--- config.mk ---
export PLATFORM = sky130hd
export DESIGN_NAME = predriver_input_gating
export DESIGN_NICKNAME = d
export VERILOG_FILES = /design/src/verilog/predriver_input_gating.v /design/src/verilog/pin_sync.v
export VERILOG_INCLUDE_DIRS = /design/src /design/src/verilog
export SDC_FILE = /design/constraint.sdc
export NUM_CORES = 1
export LEC_CHECK = 0
export BUFFER_PORTS_ARGS = -buffer_cell sky130_fd_sc_hd__buf_2
export CORE_MARGIN = 3
export CORE_UTILIZATION = 29
export DETAILED_ROUTE_END_ITERATION = 10
export SETUP_SLACK_MARGIN = 0.3
export SLEW_MARGIN = 20
export SYNTH_ARGS = -nofsm -noshare
export SYNTH_HDL_FRONTEND = slang
export SYNTH_SLANG_ARGS = --single-unit
--- constraint.sdc ---
create_clock -name mclk -period 2 [get_ports mclk]
set_input_delay 0.1 -clock mclk [delete_from_list [all_inputs] [get_ports mclk]]
set_output_delay 0.1 -clock mclk [all_outputs]
set_load 0.05 [all_outputs]
--- src/verilog/predriver_consts.vh ---
// Constants for the predriver input gating block
`ifndef PREDRIVER_CONSTS_VH
`define PREDRIVER_CONSTS_VH
`define FRAME_BITS 8
`define BIT_CNT_W 4
`define FULL_FRAME_CNT 4'h8
`define SYNC_DEPTH 3
`define SO_IDLE 1'b0
`define HALF_SUPPLY_NUM 1
`define HALF_SUPPLY_DEN 2
`define LEVEL_W 12
`define RX_RESET 8'h00
`define TX_RESET 8'h00
`endif

--- src/verilog/predriver_input_gating.v ---
// Input gating, phase status and serial port framing of a three phase predriver
//
// What this block does
// - Gate drives may be on only while both enables are high (AND).
// - A low high-side control input turns on that phase's high-side driver.
// - A high low-side control input turns on that phase's low-side driver.
// - Serial input is MSB first, sampled on the falling serial clock edge.
// - Serial output is high impedance while chip select is high.
// - Chip select low frames one command; port ignored otherwise.
// - Phase status is low while source is below half supply, else high.
// - Either enable low forces all drives off at once; other logic keeps going.
`timescale 1ns/10ps
`include "predriver_consts.vh"
module predriver_input_gating
  (
  // Clock and reset
  input wire mclk,
  input wire rst_n,
  // Enables
  input wire drive_enable_first,
  input wire drive_enable_second,
  // Phase control inputs
  input wire phase_a_high_side_in_n,
  input wire phase_b_high_side_in_n,
  input wire phase_c_high_side_in_n,
  input wire phase_a_low_side_in,
  input wire phase_b_low_side_in,
  input wire phase_c_low_side_in,
  // Gate drive commands, high means driver on
  output wire [2:0] high_gate_on,
  output wire [2:0] low_gate_on,
  // Phase comparator inputs, digitised levels
  input wire [`LEVEL_W-1:0] load_supply,
  input wire [`LEVEL_W-1:0] phase_a_high_fet_source,
  input wire [`LEVEL_W-1:0] phase_b_high_fet_source,
  input wire [`LEVEL_W-1:0] phase_c_high_fet_source,
  // Phase status outputs
  output reg phase_a_level_status,
  output reg phase_b_level_status,
  output reg phase_c_level_status,
  // Serial port
  input wire serial_clk,
  input wire chip_select_n,
  input wire serial_in,
  output reg serial_out,
  output reg serial_out_oe_n,
  // Received command word
  output reg [`FRAME_BITS-1:0] rx_word,
  output reg rx_valid,
  input wire [`FRAME_BITS-1:0] tx_word
  );

  // ------------------------------------------------------------
  // Synchronisers
  // ------------------------------------------------------------
  wire enable_first_s;
  wire enable_second_s;
  wire [2:0] hs_n_s;
  wire [2:0] ls_s;
  wire sclk_s;
  wire cs_n_s;
  wire si_s;
  wire [8:0] pins_raw;
  wire [8:0] pins_s;
  assign pins_raw = {drive_enable_first, drive_enable_second, phase_c_high_side_in_n,
                     phase_b_high_side_in_n, phase_a_high_side_in_n, phase_c_low_side_in,
                     phase_b_low_side_in, phase_a_low_side_in, serial_in};
  genvar gi;
  generate
    for (gi = 0; gi < 9; gi = gi + 1)
    begin : g_sync
      // Active low inputs rest high, so a reset never shows a driver request
      pin_sync #(.RESET_VAL((gi >= 4 && gi <= 6) ? 1'b1 : 1'b0)) u_sync
        (
        .mclk(mclk),
        .rst_n(rst_n),
        .pin(pins_raw[gi]),
        .level(pins_s[gi])
        );
    end
  endgenerate
  assign {enable_first_s, enable_second_s, hs_n_s, ls_s, si_s} = pins_s;
  pin_sync #(.RESET_VAL(1'b1)) u_cs
    (
    .mclk(mclk),
    .rst_n(rst_n),
    .pin(chip_select_n),
    .level(cs_n_s)
    );
  pin_sync #(.RESET_VAL(1'b0)) u_sclk
    (
    .mclk(mclk),
    .rst_n(rst_n),
    .pin(serial_clk),
    .level(sclk_s)
    );

  // ------------------------------------------------------------
  // Gate drive gating
  // ------------------------------------------------------------
  reg [2:0] hs_req_r;
  reg [2:0] ls_req_r;
  wire enable_raw;
  always @(posedge mclk or negedge rst_n)
  begin
    if (!rst_n)
    begin
      hs_req_r <= 3'h0;
      ls_req_r <= 3'h0;
    end
    else
    begin
      hs_req_r <= ~hs_n_s & {3{enable_first_s & enable_second_s}};
      ls_req_r <= ls_s & {3{enable_first_s & enable_second_s}};
    end
  end
  // Raw pins kill the drive without waiting for the synchroniser delay
  assign enable_raw = drive_enable_first & drive_enable_second;
  assign high_gate_on = hs_req_r & {3{enable_raw}};
  assign low_gate_on = ls_req_r & {3{enable_raw}};

  // ------------------------------------------------------------
  // Phase comparators
  // ------------------------------------------------------------
  function below_half;
    input [`LEVEL_W-1:0] src;
    input [`LEVEL_W-1:0] sup;
    begin
      // Compare 2*src with sup to avoid losing the low bit of sup/2
      below_half = ({1'b0, src} * `HALF_SUPPLY_DEN) < ({1'b0, sup} * `HALF_SUPPLY_NUM);
    end
  endfunction
  always @(posedge mclk or negedge rst_n)
  begin
    if (!rst_n)
    begin
      phase_a_level_status <= 1'b0;
      phase_b_level_status <= 1'b0;
      phase_c_level_status <= 1'b0;
    end
    else
    begin
      phase_a_level_status <= ~below_half(phase_a_high_fet_source, load_supply);
      phase_b_level_status <= ~below_half(phase_b_high_fet_source, load_supply);
      phase_c_level_status <= ~below_half(phase_c_high_fet_source, load_supply);
    end
  end

  // ------------------------------------------------------------
  // Serial port
  // ------------------------------------------------------------
  reg sclk_d_r;
  reg [`FRAME_BITS-1:0] rx_sh_r;
  reg [`FRAME_BITS-1:0] tx_sh_r;
  reg [`BIT_CNT_W-1:0] bit_cnt_r;
  reg cs_d_r;
  wire fall;
  wire rise;
  wire frame_start;
  wire frame_end;
  assign fall = sclk_d_r & ~sclk_s;
  assign rise = ~sclk_d_r & sclk_s;
  assign frame_start = cs_d_r & ~cs_n_s;
  assign frame_end = ~cs_d_r & cs_n_s;
  always @(posedge mclk or negedge rst_n)
  begin
    if (!rst_n)
    begin
      sclk_d_r <= 1'b0;
      cs_d_r <= 1'b1;
      rx_sh_r <= `RX_RESET;
      tx_sh_r <= `TX_RESET;
      bit_cnt_r <= 4'h0;
      rx_word <= `RX_RESET;
      rx_valid <= 1'b0;
      serial_out <= `SO_IDLE;
      serial_out_oe_n <= 1'b1;
    end
    else
    begin
      sclk_d_r <= sclk_s;
      cs_d_r <= cs_n_s;
      rx_valid <= 1'b0;
      serial_out_oe_n <= cs_n_s;
      if (cs_n_s)
      begin
        // Outside a frame the port ignores clock and data
        bit_cnt_r <= 4'h0;
        serial_out <= `SO_IDLE;
      end
      else if (frame_start)
      begin
        tx_sh_r <= tx_word;
        serial_out <= tx_word[`FRAME_BITS-1];
        bit_cnt_r <= 4'h0;
      end
      else
      begin
        if (fall)
        begin
          rx_sh_r <= {rx_sh_r[`FRAME_BITS-2:0], si_s};
          bit_cnt_r <= bit_cnt_r + 4'h1;
        end
        if (rise && bit_cnt_r != 4'h0)
        begin
          tx_sh_r <= {tx_sh_r[`FRAME_BITS-2:0], 1'b0};
          serial_out <= tx_sh_r[`FRAME_BITS-2];
        end
      end
      // A frame counts only if its falling-edge count, wrapping at 16, ends at eight
      if (frame_end && bit_cnt_r == `FULL_FRAME_CNT)
      begin
        rx_word <= rx_sh_r;
        rx_valid <= 1'b1;
      end
    end
  end
endmodule // predriver_input_gating

--- src/verilog/pin_sync.v ---
// Three-stage input synchroniser with agreement filter
`timescale 1ns/10ps
module pin_sync
  #(parameter RESET_VAL = 1'b0)
  (
  // Clock and reset
  input wire mclk,
  input wire rst_n,
  // Pin and filtered level
  input wire pin,
  output reg level
  );
  reg s1_r;
  reg s2_r;
  reg s3_r;
  always @(posedge mclk or negedge rst_n)
  begin
    if (!rst_n)
    begin
      s1_r <= RESET_VAL;
      s2_r <= RESET_VAL;
      s3_r <= RESET_VAL;
      level <= RESET_VAL;
    end
    else
    begin
      s1_r <= pin;
      s2_r <= s1_r;
      s3_r <= s2_r;
      // Change counts only once second and third stages agree
      if (s2_r == s3_r)
        level <= s3_r;
    end
  end
endmodule // pin_sync

==> flow_metrics.env <==
export IMPL_rsz0062_at_grt="no"
export IMPL_io_buffers=88
export IMPL_synth_top_cells_by_area="dfrtp_1, dfstp_2, ha_1"
export IMPL_gp_congestion=0.744
export IMPL_crit_arrival_ps=1850
export IMPL_cpLargestDelayFamily="simple AND/OR/NAND/NOR gates"
export IMPL_grt_use_total=0.103
export IMPL_rows=40
export IMPL_htreeDepth=3
export IMPL_io_pins=89
export IMPL_synthCells=260
export IMPL_critPathRequiredTime_ps=2220
export IMPL_fmax_mhz=610
export IMPL_status="complete, no violations"
export IMPL_syn_area_um2=3610
export IMPL_via_count=2342
export IMPL_async_flop_share=1.00
export IMPL_maxSlewViolCount=0
export IMPL_drc=0
export IMPL_slowest_delay_ps=360
export IMPL_start_util=0.299
export IMPL_cts_tree="done"
export IMPL_cts_sinks=84
export IMPL_maxCapViolCount=0
export IMPL_ir_drop_mv=0.374
export IMPL_synth_fp_nets=364
export IMPL_whs_path_depth=3
export IMPL_maxSlewHeadroom=0.669
export IMPL_slowest_stage="dfrtp_1"
export IMPL_grt_max_degree=39
export IMPL_setup_viol=0
export IMPL_ys_seq_area_frac=0.589
export IMPL_synth_most_common_cell="dfrtp_1"
export IMPL_min_path_type="in2reg"
export IMPL_synth_seq_cells=84
export IMPL_cts_clk_slew_worst_paths_ps=60
export IMPL_fin_tns_setup_ps=0
export IMPL_hold_viol_final=0
export IMPL_r2r_slack_ps=360
export IMPL_wirelength_um=6720
export IMPL_synth_edf_count=0
export IMPL_synth_area_leader_cell="dfrtp_1"
export IMPL_design_area_um2=4800
export IMPL_die_area_um2=13800
export IMPL_fp_dieW_um=118
export IMPL_cp_num_buf_inv=1
export IMPL_p_total_mw=4.30
export IMPL_layout_nets=484
export IMPL_worst_slew_pin_transition_ps=496
export IMPL_hpwl_um=5070
export IMPL_place_area_um2=4280
export IMPL_cp_max_fo=7
export IMPL_core_um2=12100
export IMPL_critical_path_most_common_cell="nor3b_2"
export IMPL_path_cells="inv_1 > ha_2 > nor3b_2 > nor3b_2 > o21ba_4 > mux2_4"
export IMPL_detail_route_wl_per_cell_um=12.1
export IMPL_ys_flop_type="dfrtp_1"
export IMPL_syn_mean_instance_area_um2=13.9
export IMPL_synth_common_cells="dfrtp_1, ha_1, mux2_2, dfstp_2, inv_1"
export IMPL_cts_path_max_buffers=2
export IMPL_reg2reg_depth=6
export IMPL_grt_pass1_vias=2544
export IMPL_cts_buffers=9
export IMPL_drive_gt1_frac=0.439
export IMPL_synth_cell_types=35
export IMPL_area_delta_synth_final_pct=33.1
export IMPL_p_per_area_nw_per_um2=896
export IMPL_drtPass1Iterations=4
export IMPL_insertedDiodeCount=0
export IMPL_layout_min_cycle_time_ps=1640
export IMPL_num_fill_cells=1161
export IMPL_grt_pass1_wl_um=11500
export IMPL_die_y_um=118
export IMPL_ant_nets=0
export IMPL_place_inst=517
export IMPL_grt_ovfl_total=0
export IMPL_cts_root_buf="clkbuf_16"
export IMPL_first_iter_violations=53
export IMPL_ys_warn_count=0
export IMPL_clk_latency_ps=330
export IMPL_instances_no_fill=553
export IMPL_yosysTopAreaCellShare=0.465
export IMPL_final_util=0.398
export IMPL_cp_depth=6
export IMPL_critPathCaptureType="flop"
export IMPL_worstSetupPathType="reg2reg"
export IMPL_critPathLaunchType="flop"
export IMPL_p_leak_nw=2.37
export IMPL_fin_crit_sh=0.819
export IMPL_antenna_found_initial=0
export IMPL_drt_vias_per_instance=4.24
export IMPL_skew_ps=5.86
[cell families (layout without fill, tap and decap cells)]
group	after synthesis	after routing	synth area share
multiplexers	29	29	0.0902
adder cells (fa/ha/maj)	46	46	0.152
XOR/XNOR	3	3	0.00729
AND/OR/NAND/NOR	46	46	0.0767
AO/OA/AOI/OAI	33	33	0.0611
buffers and inverters	19	144	0.0239
flip-flops	84	84	0.589
[worst paths after layout]
| check | from | end |
|---|---|---|
| hold reg to reg | g_sync[0].u_sync.s1_r$_DFF_PN0_ | g_sync[0].u_sync.s2_r$_DFF_PN0_ |
| max in group asynchronous | rst_n | hs_req_r[0]$_DFF_PN0_ |
| setup / recovery | bit_cnt_r[0]$_DFFE_PN0P_ | tx_sh_r[4]$_DFFE_PN0P_ |
| min in group asynchronous | rst_n | hs_req_r[1]$_DFF_PN0_ |
| hold / removal | tx_word[7] | serial_out$_DFFE_PN0P_ |
| setup reg to reg | bit_cnt_r[0]$_DFFE_PN0P_ | tx_sh_r[4]$_DFFE_PN0P_ |
[worst reg2reg max path, stage by stage, from the launching register on]
cell and delay, ps:
dfrtp_1 360, inv_1 50, ha_2 170, nor3b_2 150
nor3b_2 220, o21ba_4 250, mux2_4 310
[flip-flops by register name (all words and copies together) (netlist names), 3 cells and up]
register	flops
g_sync.u_sync.s2_r	9
g_sync.u_sync.s1_r	9
rx_sh_r	8
rx_word	8
ls_req_r	3
tx_sh_r	7
g_sync.u_sync.s3_r	9
hs_req_r	3
bit_cnt_r	4
g_sync.u_sync.level	9
[metrics by stage]
step	setup slack [ps]	hold slack, ps
after floorplan	228	-196
after global placement	188	92.4
after detailed placement	144	101
after CTS	312	19.1
after global routing	268	80.7
final	362	30.7
[layout make-up]
class / instances / area, um^2 / area share
Clock inverter: 7 / 76.3 / 0.0159
Clock buffer: 9 / 225 / 0.0469
Timing Repair Buffer: 112 / 668 / 0.139
Multi-Input combinational cell: 157 / 1440 / 0.299
Tap cell: 168 / 210 / 0.0438
Inverter: 16 / 60.1 / 0.0125
Sequential cell: 84 / 2120 / 0.442
[cell usage in the layout, fill, tap and decap left out, types with 2 or more instances in the layout]
master / count
a2111oi_0: 2
a211oi_1: 5
a21o_1: 4
a21oi_1: 8
and3_1: 9
buf_2: 87
buf_4: 11
clkbuf_16: 9
clkinv_4: 2
clkinvlp_4: 2
dfrtp_1: 67
dfstp_2: 17
dlygate4sd3_1: 13
ha_1: 34
inv_1: 15
maj3_1: 11
mux2_2: 22
mux2_4: 6
nand2_1: 8
nand3_1: 5
nand4b_1: 2
nor2_1: 7
nor2_4: 2
nor2b_1: 2
nor3_1: 5
nor3b_2: 2
o211ai_1: 2
o21a_1: 3
o21ai_0: 5
xor2_1: 2
[metal layers]
metal,vias to the layer above,GRT usage,share of wire
met1,1084,0.126,0.46
met2,85,0.154,0.43
met5,-,0,0
li1,1163,-,-
met4,0,0.0418,0.018
met3,10,0.0524,0.089
[where the power goes]
group	switching (mW)	leakage [nW]	internal, mW
clock	0.657	0.142	0.972
combinational	0.285	1.21	0.363
sequential	0.110	1.01	1.91
total	1.05	2.37	3.25
[repair_timing]
| action | 4_1_cts | 5_1_grt |
|---|---|---|
| resized for setup | 2 | 8 |
| endpoints found under the hold margin | 36 | 0 |
| pin swaps | 1 | 1 |
| hold buffers | 13 | 0 |
| endpoints found under the setup margin | 6 | 14 |
| cloned | 0 | 0 |
| buffers inserted | 2 | 5 |
No activity file was read; power rests on OpenSTA's default activity.
